--- src/verilog/smt_regs.svh ---
// Register indices, field positions, reset values and prescaler taps of the split timer.
// Assumes APB byte address = register index * 4.
`ifndef SMT_REGS_SVH
`define SMT_REGS_SVH

// ==========================================================================
// Register indices
`define SMT_IDX_CTRL_A      6'h00
`define SMT_IDX_SPLIT       6'h03
`define SMT_IDX_CMD_CLR     6'h04
`define SMT_IDX_CMD_SET     6'h05
`define SMT_IDX_INT_EN      6'h0a
`define SMT_IDX_INT_FLAG    6'h0b
`define SMT_IDX_DEBUG       6'h0e
`define SMT_IDX_LOW_COUNT   6'h20
`define SMT_IDX_HIGH_COUNT  6'h21
`define SMT_IDX_LOW_TOP     6'h26
`define SMT_IDX_HIGH_TOP    6'h27
`define SMT_IDX_CMP_FIRST   6'h28
`define SMT_IDX_CMP_LAST    6'h2d

// ==========================================================================
// Field positions
`define SMT_EN_BIT          0
`define SMT_CLKSEL_HI       3
`define SMT_CLKSEL_LO       1
`define SMT_SPLIT_BIT       0
`define SMT_CMD_HI          3
`define SMT_CMD_LO          2
`define SMT_TGT_HI          1
`define SMT_TGT_LO          0
`define SMT_RUN_HALT_BIT    0
`define SMT_LOW_UNDERFLOW_BIT        0
`define SMT_HIGH_UNDERFLOW_BIT        1
`define SMT_LCMP_LO         4
`define SMT_INT_MASK        8'h73

// ==========================================================================
// Values
`define SMT_TGT_NONE        2'h0
`define SMT_TGT_BOTH        2'h3
`define SMT_TOP_RST         8'hff
`define SMT_ZERO8           8'h00
`define SMT_ALIGN_OK        2'h0

// ==========================================================================
// Prescaler tap masks for divide by 1, 2, 4, 8, 16, 64, 256, 1024
`define SMT_PSC_DIV1        10'h000
`define SMT_PSC_DIV2        10'h001
`define SMT_PSC_DIV4        10'h003
`define SMT_PSC_DIV8        10'h007
`define SMT_PSC_DIV16       10'h00f
`define SMT_PSC_DIV64       10'h03f
`define SMT_PSC_DIV256      10'h0ff
`define SMT_PSC_DIV1024     10'h3ff
`define SMT_PSC_ONE         10'h001

`endif

--- src/verilog/smt_pkg.sv ---
// Types of the split-mode dual 8-bit timer.
// Assumes smt_regs.svh for all numeric constants.
package smt_pkg;

    // Command field encodings in order 0..3
    typedef enum logic [1:0] {
        smt_cmd_none,
        smt_cmd_rsvd,
        smt_cmd_restart,
        smt_cmd_reset
    } smt_cmd_t;

    typedef struct packed {
        logic [9:0] cnt;
    } smt_psc_t;

    typedef struct packed {
        logic [7:0] cnt;
    } smt_cnt_t;

    typedef struct packed {
        logic            enable;
        logic [2:0]      clksel;
        logic            split;
        logic [1:0]      target;
        logic [7:0]      inten;
        logic [7:0]      flags;
        logic            run_halt;
        logic [7:0]      low_top;
        logic [7:0]      high_top;
        logic [2:0][7:0] low_cmp;
        logic [2:0][7:0] high_cmp;
        logic [2:0]      low_match;
        logic [2:0]      high_match;
        logic            irq;
        logic [31:0]     rdata;
        logic            slverr;
    } smt_regs_t;

endpackage

--- src/verilog/smt_byte_timer.sv ---
// One 8-bit down counter of the split timer with reload from its top value.
// Assumes tick, write and command strobes from logic on the same clock.
`timescale 1ns/1ps
`include "smt_regs.svh"

module smt_byte_timer (
    input  wire logic       clk,
    input  wire logic       rst,
    input  wire logic       tick,
    input  wire logic       wr_en,
    input  wire logic [7:0] wr_val,
    input  wire logic       restart,
    input  wire logic       hard_clear,
    input  wire logic [7:0] top,
    output logic [7:0]      count,
    output logic            underflow
);

    smt_pkg::smt_cnt_t cnt_reg;
    smt_pkg::smt_cnt_t cnt_next;

    assign count = cnt_reg.cnt;
    // Software write wins, so a reload in the same cycle is lost and flags nothing
    assign underflow = tick && !wr_en && !restart && !hard_clear
                       && (cnt_reg.cnt == `SMT_ZERO8);

    always_comb begin
        cnt_next = cnt_reg;
        if (wr_en) begin
            cnt_next.cnt = wr_val;
        end else if (hard_clear) begin
            cnt_next.cnt = `SMT_ZERO8;
        end else if (restart) begin
            cnt_next.cnt = top;
        end else if (tick) begin
            if (cnt_reg.cnt == `SMT_ZERO8) begin
                cnt_next.cnt = top;
            end else begin
                cnt_next.cnt = cnt_reg.cnt - 8'h01;
            end
        end
    end

    always_ff @(posedge clk or posedge rst) begin
        if (rst) begin
            cnt_reg <= '0;
        end else begin
            cnt_reg <= cnt_next;
        end
    end

endmodule // smt_byte_timer

--- src/verilog/smt_prescaler.sv ---
// Shared prescaler: one-cycle tick enable at clk / 2^k as clksel selects.
// Assumes run and clear come from logic on the same clock.
`timescale 1ns/1ps
`include "smt_regs.svh"

module smt_prescaler (
    input  wire logic       clk,
    input  wire logic       rst,
    input  wire logic       run,
    input  wire logic       clear,
    input  wire logic [2:0] sel,
    output logic            tick
);

    smt_pkg::smt_psc_t psc_reg;
    smt_pkg::smt_psc_t psc_next;

    function automatic logic [9:0] tap_mask(input logic [2:0] s);
        case (s)
            3'h0:    tap_mask = `SMT_PSC_DIV1;
            3'h1:    tap_mask = `SMT_PSC_DIV2;
            3'h2:    tap_mask = `SMT_PSC_DIV4;
            3'h3:    tap_mask = `SMT_PSC_DIV8;
            3'h4:    tap_mask = `SMT_PSC_DIV16;
            3'h5:    tap_mask = `SMT_PSC_DIV64;
            3'h6:    tap_mask = `SMT_PSC_DIV256;
            default: tap_mask = `SMT_PSC_DIV1024;
        endcase
    endfunction

    // Tick when all selected low bits are one, so divide by 1 ticks every cycle
    assign tick = run && ((psc_reg.cnt & tap_mask(sel)) == tap_mask(sel));

    always_comb begin
        psc_next = psc_reg;
        if (clear) begin
            psc_next.cnt = '0;
        end else if (run) begin
            psc_next.cnt = psc_reg.cnt + `SMT_PSC_ONE;
        end
    end

    always_ff @(posedge clk or posedge rst) begin
        if (rst) begin
            psc_reg <= '0;
        end else begin
            psc_reg <= psc_next;
        end
    end

endmodule // smt_prescaler

--- src/verilog/smt_top.sv ---
// Split-mode dual 8-bit timer: APB register file, command logic, flags and compares.
// Assumes an APB3 master on clk; debug_halt comes from the core on the same clock.
//
// Notes on behaviour
// - Clear-alias write clears target bits written one, others kept.
// - Set-alias write sets target bits written one; both aliases share storage.
// - Command field always reads back as zero.
// - Command 0 nothing, 2 restarts, 3 hard-resets only while disabled.
// - Command field gives software restart and reset control.
// - Target field: 0 selects none, 3 selects both byte timers.
// - Low compare enable bits 6:4 pass compare flags to interrupt.
// - Enable bit 1 passes high underflow flag to interrupt.
// - Enable bit 0 passes low underflow flag to interrupt.
// - Low compare flag n set on a tick while low count equals compare n.
// - Flags clear only on writing one or on hard reset; zero leaves them.
// - High underflow flag set at high BOTTOM, cleared by writing bit 1.
// - Low underflow flag set at low BOTTOM, cleared by writing bit 0.
// - Run-while-halted zero: stop counting during debug halt.
// - Run-while-halted one: keep counting during debug halt.
// - Software counter write beats count, clear or reload that cycle.
// - Low top register holds low TOP, resets to all ones.
// - Split bit set makes two independent 8-bit timers.
// - High top register holds high TOP value.
// - Low compare registers compared continuously with low count.
// - High compare registers compared continuously with high count.
`timescale 1ns/1ps
`include "smt_regs.svh"

module smt_top (
    input  wire logic        clk,
    input  wire logic        rst,
    input  wire logic [7:0]  paddr,
    input  wire logic        psel,
    input  wire logic        penable,
    input  wire logic        pwrite,
    input  wire logic [31:0] pwdata,
    output logic [31:0]      prdata,
    output logic             pready,
    output logic             pslverr,
    input  wire logic        debug_halt,
    output logic             irq,
    output logic [2:0]       low_match,
    output logic [2:0]       high_match
);

    // ======================================================================
    // State and wires
    smt_pkg::smt_regs_t r_reg;
    smt_pkg::smt_regs_t r_next;

    // Counter values and timer events
    logic [7:0] low_count;
    logic [7:0] high_count;
    logic       low_unf;
    logic       high_unf;
    logic       tick;
    logic       active;

    // Bus and command decode
    logic       setup;
    logic       wr_ok;
    logic [5:0] idx;
    logic [7:0] wb;
    logic       cmd_fire;
    logic       do_restart;
    logic       do_hard;
    logic       low_wr;
    logic       high_wr;
    smt_pkg::smt_cmd_t cmd;

    // ======================================================================
    // Decode helpers
    function automatic logic is_cmp(input logic [5:0] i);
        is_cmp = (i >= `SMT_IDX_CMP_FIRST) && (i <= `SMT_IDX_CMP_LAST);
    endfunction

    // Compare registers interleave low and high: offset bit 0 picks high
    function automatic logic [2:0] cmp_off(input logic [5:0] i);
        logic [5:0] d;
        d = i - `SMT_IDX_CMP_FIRST;
        cmp_off = d[2:0];
    endfunction

    function automatic logic is_mapped(input logic [5:0] i);
        case (i)
            `SMT_IDX_CTRL_A,
            `SMT_IDX_SPLIT,
            `SMT_IDX_CMD_CLR,
            `SMT_IDX_CMD_SET,
            `SMT_IDX_INT_EN,
            `SMT_IDX_INT_FLAG,
            `SMT_IDX_DEBUG,
            `SMT_IDX_LOW_COUNT,
            `SMT_IDX_HIGH_COUNT,
            `SMT_IDX_LOW_TOP,
            `SMT_IDX_HIGH_TOP: begin
                is_mapped = 1'b1;
            end
            default: begin
                is_mapped = is_cmp(i);
            end
        endcase
    endfunction

    function automatic logic [7:0] rd_byte(input logic [5:0] i,
                                           input smt_pkg::smt_regs_t s,
                                           input logic [7:0] lc,
                                           input logic [7:0] hc);
        logic [7:0] v;
        logic [2:0] o;
        v = `SMT_ZERO8;
        o = cmp_off(i);
        case (i)
            `SMT_IDX_CTRL_A: begin
                v[`SMT_CLKSEL_HI:`SMT_CLKSEL_LO] = s.clksel;
                v[`SMT_EN_BIT] = s.enable;
            end

            `SMT_IDX_SPLIT: begin
                v[`SMT_SPLIT_BIT] = s.split;
            end

            `SMT_IDX_CMD_CLR, `SMT_IDX_CMD_SET: begin
                v[`SMT_TGT_HI:`SMT_TGT_LO] = s.target;
            end

            `SMT_IDX_INT_EN: begin
                v = s.inten;
            end

            `SMT_IDX_INT_FLAG: begin
                v = s.flags;
            end

            `SMT_IDX_DEBUG: begin
                v[`SMT_RUN_HALT_BIT] = s.run_halt;
            end

            `SMT_IDX_LOW_COUNT: begin
                v = lc;
            end

            `SMT_IDX_HIGH_COUNT: begin
                v = hc;
            end

            `SMT_IDX_LOW_TOP: begin
                v = s.low_top;
            end

            `SMT_IDX_HIGH_TOP: begin
                v = s.high_top;
            end

            default: begin
                if (is_cmp(i)) begin
                    if (o[0]) begin
                        v = s.high_cmp[o[2:1]];
                    end else begin
                        v = s.low_cmp[o[2:1]];
                    end
                end
            end
        endcase
        rd_byte = v;
    endfunction

    // ======================================================================
    // Bus decode and commands
    assign setup   = psel && !penable;
    assign pready  = psel && penable;
    assign idx     = paddr[7:2];
    assign wb      = pwdata[7:0];
    // Error was decided in the setup cycle and is held in slverr
    assign wr_ok   = psel && penable && pwrite && !r_reg.slverr;
    assign prdata  = r_reg.rdata;
    assign pslverr = r_reg.slverr;
    assign irq        = r_reg.irq;
    assign low_match  = r_reg.low_match;
    assign high_match = r_reg.high_match;

    assign cmd      = smt_pkg::smt_cmd_t'(wb[`SMT_CMD_HI:`SMT_CMD_LO]);
    // Target is taken from the same write as the command
    assign cmd_fire = wr_ok && (idx == `SMT_IDX_CMD_SET)
                      && (wb[`SMT_TGT_HI:`SMT_TGT_LO] == `SMT_TGT_BOTH);
    assign do_restart = cmd_fire && (cmd == smt_pkg::smt_cmd_restart);
    assign do_hard    = cmd_fire && (cmd == smt_pkg::smt_cmd_reset)
                        && !r_reg.enable;

    // Debug halt with run_halt zero freezes the prescaler, so no tick, match flag or underflow occurs
    assign active = r_reg.enable && r_reg.split
                    && (!debug_halt || r_reg.run_halt);

    assign low_wr  = wr_ok && (idx == `SMT_IDX_LOW_COUNT);
    assign high_wr = wr_ok && (idx == `SMT_IDX_HIGH_COUNT);

    // ======================================================================
    // Prescaler and the two byte timers
    smt_prescaler u_psc (
        .clk   (clk),
        .rst   (rst),
        .run   (active),
        .clear (do_restart || do_hard),
        .sel   (r_reg.clksel),
        .tick  (tick)
    );

    smt_byte_timer u_low (
        .clk        (clk),
        .rst        (rst),
        .tick       (tick),
        .wr_en      (low_wr),
        .wr_val     (wb),
        .restart    (do_restart),
        .hard_clear (do_hard),
        .top        (r_reg.low_top),
        .count      (low_count),
        .underflow  (low_unf)
    );

    smt_byte_timer u_high (
        .clk        (clk),
        .rst        (rst),
        .tick       (tick),
        .wr_en      (high_wr),
        .wr_val     (wb),
        .restart    (do_restart),
        .hard_clear (do_hard),
        .top        (r_reg.high_top),
        .count      (high_count),
        .underflow  (high_unf)
    );

    // ======================================================================
    // Register file, flags and compares
    always_comb begin
        logic [7:0] w1c;
        logic [7:0] ev;
        logic [2:0] o;
        w1c = `SMT_ZERO8;
        ev  = `SMT_ZERO8;
        o   = cmp_off(idx);
        r_next = r_reg;

        // Read data and error are fixed in setup and stand through the access
        if (setup) begin
            r_next.rdata  = {24'h000000, rd_byte(idx, r_reg, low_count, high_count)};
            r_next.slverr = !is_mapped(idx) || (paddr[1:0] != `SMT_ALIGN_OK);
        end

        // Register writes; the two aliases only touch the target bits
        if (wr_ok) begin
            case (idx)
                `SMT_IDX_CTRL_A: begin
                    r_next.enable = wb[`SMT_EN_BIT];
                    r_next.clksel = wb[`SMT_CLKSEL_HI:`SMT_CLKSEL_LO];
                end

                `SMT_IDX_SPLIT: begin
                    r_next.split = wb[`SMT_SPLIT_BIT];
                end

                `SMT_IDX_CMD_CLR: begin
                    r_next.target = r_reg.target & ~wb[`SMT_TGT_HI:`SMT_TGT_LO];
                end

                `SMT_IDX_CMD_SET: begin
                    r_next.target = r_reg.target | wb[`SMT_TGT_HI:`SMT_TGT_LO];
                end

                `SMT_IDX_INT_EN: begin
                    r_next.inten = wb & `SMT_INT_MASK;
                end

                `SMT_IDX_INT_FLAG: begin
                    w1c = wb & `SMT_INT_MASK;
                end

                `SMT_IDX_DEBUG: begin
                    r_next.run_halt = wb[`SMT_RUN_HALT_BIT];
                end

                `SMT_IDX_LOW_TOP: begin
                    r_next.low_top = wb;
                end

                `SMT_IDX_HIGH_TOP: begin
                    r_next.high_top = wb;
                end

                default: begin
                    if (is_cmp(idx)) begin
                        if (o[0]) begin
                            r_next.high_cmp[o[2:1]] = wb;
                        end else begin
                            r_next.low_cmp[o[2:1]] = wb;
                        end
                    end
                end
            endcase
        end

        // Events of this cycle
        for (int i = 0; i < 3; i++) begin
            ev[`SMT_LCMP_LO + i] = tick && (low_count == r_reg.low_cmp[i]);
            r_next.low_match[i]  = (low_count == r_reg.low_cmp[i]);
            r_next.high_match[i] = (high_count == r_reg.high_cmp[i]);
        end
        ev[`SMT_HIGH_UNDERFLOW_BIT] = high_unf;
        ev[`SMT_LOW_UNDERFLOW_BIT] = low_unf;

        // A new event in the clearing cycle keeps its flag
        r_next.flags = (r_reg.flags & ~w1c) | ev;

        // Hard reset returns tops, compares, flags and target to their reset values
        if (do_hard) begin
            r_next.low_top  = `SMT_TOP_RST;
            r_next.high_top = `SMT_TOP_RST;
            r_next.low_cmp  = '0;
            r_next.high_cmp = '0;
            r_next.flags    = `SMT_ZERO8;
            r_next.target   = `SMT_TGT_NONE;
        end

        r_next.irq = |(r_next.flags & r_next.inten);
    end

    always_ff @(posedge clk or posedge rst) begin
        if (rst) begin
            r_reg          <= '0;
            r_reg.low_top  <= `SMT_TOP_RST;
            r_reg.high_top <= `SMT_TOP_RST;
        end else begin
            r_reg <= r_next;
        end
    end

endmodule // smt_top
--- config.mk ---
export PLATFORM = sky130hd
export DESIGN_NAME = smt_top
export DESIGN_NICKNAME = d
export VERILOG_FILES = /design/src/verilog/smt_pkg.sv /design/src/verilog/smt_byte_timer.sv /design/src/verilog/smt_prescaler.sv /design/src/verilog/smt_top.sv
export VERILOG_INCLUDE_DIRS = /design/src /design/src/verilog
export SDC_FILE = /design/constraint.sdc
export NUM_CORES = 1
export LEC_CHECK = 0
export ABC_AREA = 1
export BUFFER_PORTS_ARGS = -buffer_cell sky130_fd_sc_hd__buf_2
export CORE_UTILIZATION = 31
export DETAILED_ROUTE_END_ITERATION = 12
export PLACE_DENSITY = 0.58
export SLEW_MARGIN = 25
export SYNTH_ARGS = -nofsm -noshare
export SYNTH_HDL_FRONTEND = slang
export SYNTH_SLANG_ARGS = --single-unit
export TNS_END_PERCENT = 10
--- constraint.sdc ---
create_clock -name clk -period 8.3 [get_ports clk]
set_input_delay 0.83 -clock clk [delete_from_list [all_inputs] [get_ports clk]]
set_output_delay 0.83 -clock clk [all_outputs]
set_load 0.01 [all_outputs]
== Yosys cells after proc, flatten, opt, wreduce, memory -nomap -nowiden ==
Index checks and enable logic that the tools add are counted.
Word-level totals
  bits in registers: 130
  input bits: 46
  output and inout bits: 41
  logic and storage cells: 179
Cells by class
  $add $sub $neg: 4
  $lt $le $gt $ge: 4
  eq/ne operators: 28
  mux-type cells: 44
  bitwise operators: 8
  reductions and logical operators: 68
Operators by type and width (number)
  $mux 8: 19
  $mux 64: 2
  $mux 48: 2
  $pmux 10 s7: 1
  $bwmux 24: 2
  $eq 8x8->1: 6
  $mux 24: 2
  $bmux 8 s2: 2
  $mux 10: 3
  $pmux 4 s7: 1
  $logic_and 1x1->1: 27
  $eq 6x6->1 const B: 4
  $eq 6x4->1 const B: 3
  $and 8x8->8: 2
  $demux 8 s2: 1
  $logic_not 8->1: 2
  $pmux 2 s8: 1
  $sub 8x1->8 const B: 2
  $mux 7: 2
  $reduce_bool 2->1: 7
  $eq 6x3->1 const B: 2
  $reduce_and 2->1: 6
  $reduce_or 11->1: 1
  $add 10x1->10 const B: 1
  36 further kinds: 55

== Longest topological paths before layout ==
Gate-level depths: netlist of run 1.
  depth in word-level cells: 14
  depth in mapped cells: 14
  mapped depth without buffers: 12

== Hierarchy ==
Synthesis of run 1 repeated with hierarchy kept, for this count alone.
Unflattened totals
  cells, all modules: 1178
  area total of the unflattened synthesis: 8380.5 um2
Modules (own cells, without submodules)
  smt_top: instances 1, cells an instance 882, area an instance 6408.6 um2, seq. area each 2622.5 um2
  smt_byte_timer: instances 2, cells an instance 108, area an instance 684.4 um2, seq. area each 200.2 um2
  smt_prescaler: instances 1, cells an instance 80, area an instance 603.1 um2, seq. area each 250.2 um2

== Worst setup path before layout of run 1 ==
Ideal clock, no wire load.
  kind: input to register
  start point: input pwdata[0]
  end point: register r_reg[58] (netlist name)
  setup time: 0.118 ns
  arrival time: 2.209 ns
  setup slack: 5.973 ns
  stages: 9
  cells stage by stage: clkbuf_1 inv_1 nor2_4 nand3_2 buf_6 a21oi_4 nand4_4 nand2_1 nand2_1
Between the ends
  longest elaborated chain between the ends: 6
  elaborated cells on any way between the ends: 10
RTL lines
  start, declared: line smt_top.sv:36  | input wire logic [31:0] pwdata,
  $eq 2x2->1 (no source line) (*)
  $logic_and 1x1->1 (*): line smt_top.sv:184  | assign cmd_fire = wr_ok && (idx == `SMT_IDX_CMD_SET)
  $logic_and 1x1->1 (*): line smt_top.sv:187  | assign do_hard = cmd_fire && (cmd == smt_pkg::smt_cmd_reset)
  $logic_and 1x1->1 (*): line smt_top.sv:188  | && !r_reg.enable;
  $ne 2x1->1 (no source line) / $reduce_bool 2->1 (equally long branches)
  $reduce_and 4->1 (no source line)
  end signal, assigned: line smt_top.sv:334  | r_reg <= r_next;
  end, declared: line smt_top.sv:48  | smt_pkg::smt_regs_t r_reg;
Mark *: on every way between the ends. The rest lies on a longest branch, timed or not.
A chain may end at the register's enable or synchronous reset.

== Worst setup path after layout of run 1 ==
  start point: input paddr[4]
  end point: register r_reg[65] (netlist name)
Between the ends
  longest elaborated chain between the ends: 11
  elaborated cells on any way between the ends: 34
RTL lines
  start, declared: line smt_top.sv:32  | input wire logic [7:0] paddr,
  $sub 3x1->3 (no source line)
  $lt 2x3->1 (implied by the code) / $ge 2x1->1 (equally long branches): line smt_top.sv:296  | r_next.low_cmp[o[2:1]] = wb;
  $logic_and 1x1->1 (implied by the code): line smt_top.sv:296
  $mux 8 (implied by the code): line smt_top.sv:296
  $demux 8 s2: line smt_top.sv:296
  $bwmux 24: line smt_top.sv:296
  $mux 24: line smt_top.sv:293  | if (o[0]) begin
  $mux 48: line smt_top.sv:292  | if (is_cmp(idx)) begin
  $mux 48: line smt_top.sv:253  | case (idx)
  $mux 64: line smt_top.sv:252  | if (wr_ok) begin
  $mux 64: line smt_top.sv:316  | if (do_hard) begin
Several ways; a longest one is shown, not always the timed one. The select of a mux whose other input is x is not followed.

==> flow_metrics.py, run 1 <==
metrics = {
    "outcome": {
        "status": "finished, final reports clean",
    },
    "synthesis": {
        "yosysWarnings": 0,
        "synth_top_family_by_area": "simple AND/OR/NAND/NOR gates",
        "synth_mux_area_share_pct": 0,
        "async_flop_share_pct": 100,
        "synthAdderAreaFrac_pct": 0.763,
        "yosys.area_share.xor_xnor_pct": 5.13,
        "ys_seq_area_share_pct": 39.9,
        "synth.area.top_cells": "dfrtp_1 (35%), nand2_1 (17%), nor2_1 (5.3%)",
        "synth_simple_gate_area_share_pct": 31.9,
        "synth_compound_area_share_pct": 10.9,
        "syn_avg_cell_area_um2": 7.12,
        "yosys.area.top_type": "dfrtp_1",
        "synth-edff-count": 0,
        "synth_area_um2": 8190,
        "synthDominantCellAreaShare_pct": 34.8,
        "synth_cell_types": 40,
        "yosys_most_used_dff": "dfrtp_1",
        "synthCells": 1151,
        "ys_ff_latch": 130,
    },
    "critical_path": {
        "path_cells": "buf_2 > inv_1 > nor2_1 > nand3_2 > nor2_1 > nand4_1 > nand2_1 > buf_4 > and3_1 > nand2_1 > nand2_1",
        "cp.arrival_ns": 4.05,
        "cp_max_fo": 31,
        "critical-path-max-stage-delay_ns": 0.84,
        "r2r_end": "r_reg[65]",
        "critPathCaptureType": "flip-flop",
        "path_depth": 11,
        "slowest_stage": "and3_1",
        "critPathKind": "primary input to flip-flop",
        "cp_common_cell": "nand2_1",
        "cp_num_buf_inv": 3,
        "endpoint": "r_reg[65]",
        "startpoint_type": "primary input",
        "r2r-start": "pslverr",
        "timing.reg2reg.worst_path_depth": 12,
        "r2r_slack_ns": 4.87,
        "worstPathRequired_ns": 8.66,
        "critPathTopFamily": "simple AND/OR/NAND/NOR gates",
        "cp-startpoint": "paddr[4]",
    },
    "sta": {
        "slew_headroom_pct": 37.8,
        "worst_pin_slew_ns": 0.932,
        "hold_viol": 0,
        "slew_violations": 0,
        "rsz0062_at_grt": "false",
        "period_share_pct": 44.4,
        "fin_skew_ns": 0.00906,
        "finalSetupTns_ns": 0,
        "period_minus_slack_ns": 3.68,
        "fin_hold_ws_ns": 0.453,
        "setup_viol": 0,
        "setup_slack_ns": 4.62,
        "clock.fmax_ghz": 0.272,
    },
    "place": {
        "placed_area_um2": 8410,
        "dp_hpwl_um": 19300,
        "finalWeightedCongestion": 0.903,
        "post-place-ws_ns": 4.24,
        "numPortBuffers": 38,
    },
    "routing": {
        "vias": 7541,
        "routed_wl_um": 26400,
        "dr.pass1.iters": 8,
        "viasPerCell": 5.03,
        "drc": 0,
        "wire_per_inst_um": 17.6,
        "first_iter_violations": 788,
        "antenna_left": 0,
    },
    "finish": {
        "fin_nets": 1203,
        "drive_gt1_share_pct": 9.87,
        "largest_reg_flops": 88,
        "fill_cells": 2781,
        "final_area_um2": 9060,
        "diodes": 0,
        "area_growth_pct": 10.5,
    },
    "grt": {
        "grt_util_all_layers_pct": 20.1,
        "grt_pass1_wl_um": 40700,
        "antenna_found_initial": 0,
        "overflow": 0,
        "grt_pass1_vias": 7040,
        "grt_max_degree": 74,
    },
    "cts": {
        "cts.htree.levels": 4,
        "cts_hold_buf": 0,
        "clockBufferDepth": 2,
        "cts.reportedPaths.clkPinSlew_ns": 0.06,
        "clkLatencyLatePin_ns": 0.43,
        "root_buffer": "clkbuf_16",
        "cts.sinks": 130,
        "cts_setup_buffers": 0,
        "cts_buffers": 17,
        "cts-resized-gates": 0,
        "tritoncts": "yes",
    },
    "floorplan": {
        "start_util_pct": 31.5,
        "coreArea_um2": 26000,
        "fp.dieArea_um2": 27100,
        "num_io_pins": 87,
        "dieHeight_um": 165,
        "die_w_um": 165,
        "core.rowCount": 59,
    },
    "hold_path": {
        "hp-class": "primary input to asynchronous set/reset pin",
    },
    "pwr": {
        "p_leak_nw": 4.69,
        "ir_worst_vdd_uv": 138,
        "p_per_area_nw_per_um2": 180,
    },
    "flow_run": {
        "cap_violations": 0,
    },
}
[where the power goes]
| group | leakage, nW | internal (W) | switching, W |
|---|---|---|---|
| clock network | 0.314 | 0.000532 | 0.000300 |
| registers | 1.69 | 0.000645 | 0.00000801 |
| logic | 2.69 | 0.0000354 | 0.000106 |
| total | 4.69 | 0.00121 | 0.000414 |
[metal layers]
metal | GRT usage (%) | up-vias | wire length (um)
met5 | 0 | - | 0
met4 | 6.21 | 0 | 539
met3 | 3.59 | 35 | 1950
li1 | - | 3637 | -
met1 | 28.5 | 3608 | 12000
met2 | 30.8 | 261 | 11800
[kinds of logic (layout without fill, tap and decap cells)]
group,Yosys count,count (layout)
other cells,1,24
flops,130,130
simple gates,614,614
xor+xnor,48,48
fa+ha+maj,5,5
buf+inv,193,184
compound gates,160,160
[synth_stat cells, types with 7 or more instances]
library cell	n
dfrtp_1	114
clkbuf_1	27
xor2_1	27
nor2_2	8
buf_4	38
nand2_1	377
xnor2_1	21
o22ai_1	13
o211ai_1	7
nor3_1	7
nand4_1	41
inv_2	7
buf_6	7
a21oi_1	45
inv_1	100
o21ai_0	76
dfstp_2	16
nand3_1	49
nor2_1	115
buf_2	9
[worst min-delay path by stage]
stage / slack (ns) / cells past startpoint / endpoint
global route: 0.50 / 2 / prdata[7]
global placement: 0.46 / 2 / prdata[1]
CTS: 0.47 / 2 / u_psc.psc_reg[0]
detailed placement: 0.46 / 2 / prdata[4]
finish: 0.45 / 2 / u_psc.psc_reg[4]
floorplan: 0.45 / 2 / prdata[3]
[metrics by stage]
step                      total power (W)  cells  utilization [%]
final                             0.00163   1500             34.9
after detailed placement         0.000804   1468             32.4
after global placement           0.000804   1468             32.4
after CTS                         0.00164   1500             34.8
after floorplan                  0.000769   1174                -
after global routing              0.00168   1500             34.9
[layout by cell type, fill, tap and decap left out, drive strengths merged]
cell	n
nand3	51
o21bai	1
nor3b	3
a21boi	4
o21ai	77
nor2	126
a211oi	1
a21oi	46
xor2	27
and3	1
dfrtp	114
dfstp	16
a31oi	2
inv	107
nor3	7
o22ai	13
o211ai	7
nand4	44
xnor2	21
buf	42
conb	24
bufinv	5
clkinvlp	1
o221ai	5
clkinv	11
o21a	1
clkbuf	18
a22oi	3
nor4	4
nand2	378
ha	5
[cell type report]
cell class | count | area (um^2) | area share (%)
timing repair buffer | 42 | 224 | 2.47
clock buffer | 18 | 429 | 4.74
sequential | 130 | 3270 | 36.1
inverter | 110 | 418 | 4.61
tap | 335 | 419 | 4.63
clock inverter | 14 | 213 | 2.35
multi-input combinational | 851 | 4080 | 45.1
Power figures use the tool's default switching activity.
==> run 2: changes to the inputs <==
--- a/config.mk
+++ b/config.mk
@@ -10,7 +10,7 @@
 export BUFFER_PORTS_ARGS = -buffer_cell sky130_fd_sc_hd__buf_2
 export CORE_UTILIZATION = 31
 export DETAILED_ROUTE_END_ITERATION = 12
-export PLACE_DENSITY = 0.58
+export PLACE_DENSITY = 0.6
 export SLEW_MARGIN = 25
 export SYNTH_ARGS = -nofsm -noshare
 export SYNTH_HDL_FRONTEND = slang
==> constraint.sdc (replaced) <==
create_clock -name clk -period 3.3 [get_ports clk]
set_input_delay 0.33 -clock clk [delete_from_list [all_inputs] [get_ports clk]]
set_output_delay 0.33 -clock clk [all_outputs]
set_load 0.01 [all_outputs]
==> run 2 against run 1 <==
Compared with the run above: final cell count rose by 1.1%; sequential power rose to 2.5 times the previous value; critical path depth did not move; hold slack got worse by 0.38 ns; sequential share of layout area fell by 0.71 points; die area did not move; flip-flop and latch count did not move; combinational power rose to 2.6 times the previous value; count of clock-buffer cells in the layout rose by 1; routed wire length fell by 1.2%; global-route usage fell by 0.091 points; final area rose by 2.0%; critical endpoint is now r_reg[82].
==> flow_metrics.py, run 2 (synthesis gave the netlist of run 1 again) <==
metrics = {
    "flow_run": {
        "cap_violations": 0,
    },
    "critical_path": {
        "cp_common_cell": "nand2_1",
        "critPathTopFamily": "simple AND/OR/NAND/NOR gates",
        "critPathCaptureType": "flip-flop",
        "path_cells": "inv_1 > nand2_1 > nor2_4 > inv_2 > nor2_1 > nand3_2 > buf_4 > o21ai_0 > nand4_1 > nand2_1 > nand2_1",
        "worstPathRequired_ns": 3.61,
        "startpoint_type": "flip-flop",
        "timing.reg2reg.worst_path_depth": 11,
        "critPathKind": "flip-flop to flip-flop",
        "cp_num_buf_inv": 3,
        "cp.arrival_ns": 2.93,
        "r2r_slack_ns": 0.67,
        "cp_max_fo": 8,
        "path_depth": 11,
        "critical-path-max-stage-delay_ns": 0.57,
        "slowest_stage": "nand4_1",
    },
    "grt": {
        "antenna_found_initial": 0,
        "grt_pass1_wl_um": 40700,
        "overflow": 0,
        "grt_pass1_vias": 7105,
        "grt_util_all_layers_pct": 20.0,
        "grt_max_degree": 57,
    },
    "finish": {
        "fin_nets": 1219,
        "diodes": 0,
        "final_common_cell": "nand2_1",
        "final_cell_mix": "nand2_1 (377), nor2_1 (115), dfrtp_1 (114)",
        "largest_reg_flops": 88,
        "fill_cells": 2786,
        "area_growth_pct": 12.8,
        "drive_gt1_share_pct": 11.2,
    },
    "floorplan": {
        "dieHeight_um": 165,
        "coreArea_um2": 26000,
        "fp.dieArea_um2": 27100,
        "num_io_pins": 87,
        "die_w_um": 165,
        "core.rowCount": 59,
        "start_util_pct": 31.5,
    },
    "sta": {
        "worst_pin_slew_ns": 0.852,
        "clock.fmax_ghz": 0.381,
        "finalSetupTns_ns": 0,
        "slew_violations": 0,
        "hold_viol": 0,
        "setup_slack_ns": 0.674,
        "period_minus_slack_ns": 2.63,
        "setup_viol": 0,
        "rsz0062_at_grt": "false",
        "period_share_pct": 79.6,
        "slew_headroom_pct": 43.1,
        "fin_skew_ns": 0.00838,
    },
    "routing": {
        "wire_per_inst_um": 17.2,
        "dr.pass1.iters": 6,
        "drc": 0,
        "antenna_left": 0,
        "vias": 7666,
        "viasPerCell": 5.06,
        "routed_wl_um": 26100,
        "first_iter_violations": 763,
    },
    "place": {
        "numPortBuffers": 38,
        "finalWeightedCongestion": 0.943,
        "post-place-ws_ns": 0.485,
        "dp_hpwl_um": 19400,
    },
    "cts": {
        "cts.htree.levels": 4,
        "cts_hold_buf": 0,
        "cts_setup_buffers": 0,
        "cts.reportedPaths.clkPinSlew_ns": 0.06,
        "cts-resized-gates": 0,
        "clockBufferDepth": 2,
        "cts_buffers": 17,
        "tritoncts": "yes",
        "clkLatencyLatePin_ns": 0.43,
        "root_buffer": "clkbuf_16",
        "cts.sinks": 130,
    },
    "pwr": {
        "ir_worst_vdd_uv": 333,
        "p_per_area_nw_per_um2": 456,
        "p_leak_nw": 4.79,
    },
    "hold_path": {
        "hp-class": "primary input to asynchronous set/reset pin",
    },
    "outcome": {
        "status": "finished, final reports clean",
    },
}
-- run 2: changes by cell type in the layout (fill, tap and decap cells not counted), sizes merged --
cell and delta:
inv -1, buf +16, clkinv -3, clkinvlp +2, bufinv +1, clkbuf +1
-- run 2: through the flow --
stage / std cells / total power [W] / utilization (%) / instance area, um^2 / hold slack (ns)
2_1_floorplan: 1174 / 0.00193 / - / 8280 / 0.423
3_3_place_gp: 1484 / 0.00203 / 32.9 / 8560 / 0.460
3_5_place_dp: 1484 / 0.00203 / 32.9 / 8560 / 0.467
4_1_cts: 1516 / 0.00424 / 35.6 / 9240 / 0.0926
5_1_grt: 1516 / 0.00435 / 35.6 / 9240 / 0.135
6_report: 1516 / 0.00421 / 35.6 / 9240 / 0.0690
-- run 2: power breakdown --
group	internal, W	switching, W
logic	0.0000997	0.000267
clock network	0.00146	0.000745
registers	0.00162	0.0000202
-- run 2: path summary, 6_finish.rpt --
check | end | startpoint
max | r_reg[82] | pslverr
min | u_psc.psc_reg[1] | rst
max reg2reg | r_reg[82] | pslverr
min reg2reg | prdata[6] | prdata[6]
max in group asynchronous | r_reg[88] | rst
min in group clk | pslverr | paddr[0]
-- run 2: final cells by class --
| type | count | area, um^2 | area share, % |
|---|---|---|---|
| timing repair buffer | 58 | 365 | 3.95 |
| inverter | 110 | 417 | 4.51 |
| sequential | 130 | 3270 | 35.4 |
| tap | 335 | 419 | 4.54 |
| multi-input combinational | 851 | 4080 | 44.2 |
| clock inverter | 13 | 231 | 2.51 |
| clock buffer | 19 | 453 | 4.90 |
-- run 2: per-layer routing --
layer  GRT usage [%]  up-vias  part of all wire (%)
li1                -     3673                     -
met1            28.8     3631                    47
met2            29.8      324                    44
met3            4.67       38                   8.0
met4            5.09        0                   1.8
met5               0        -                     0
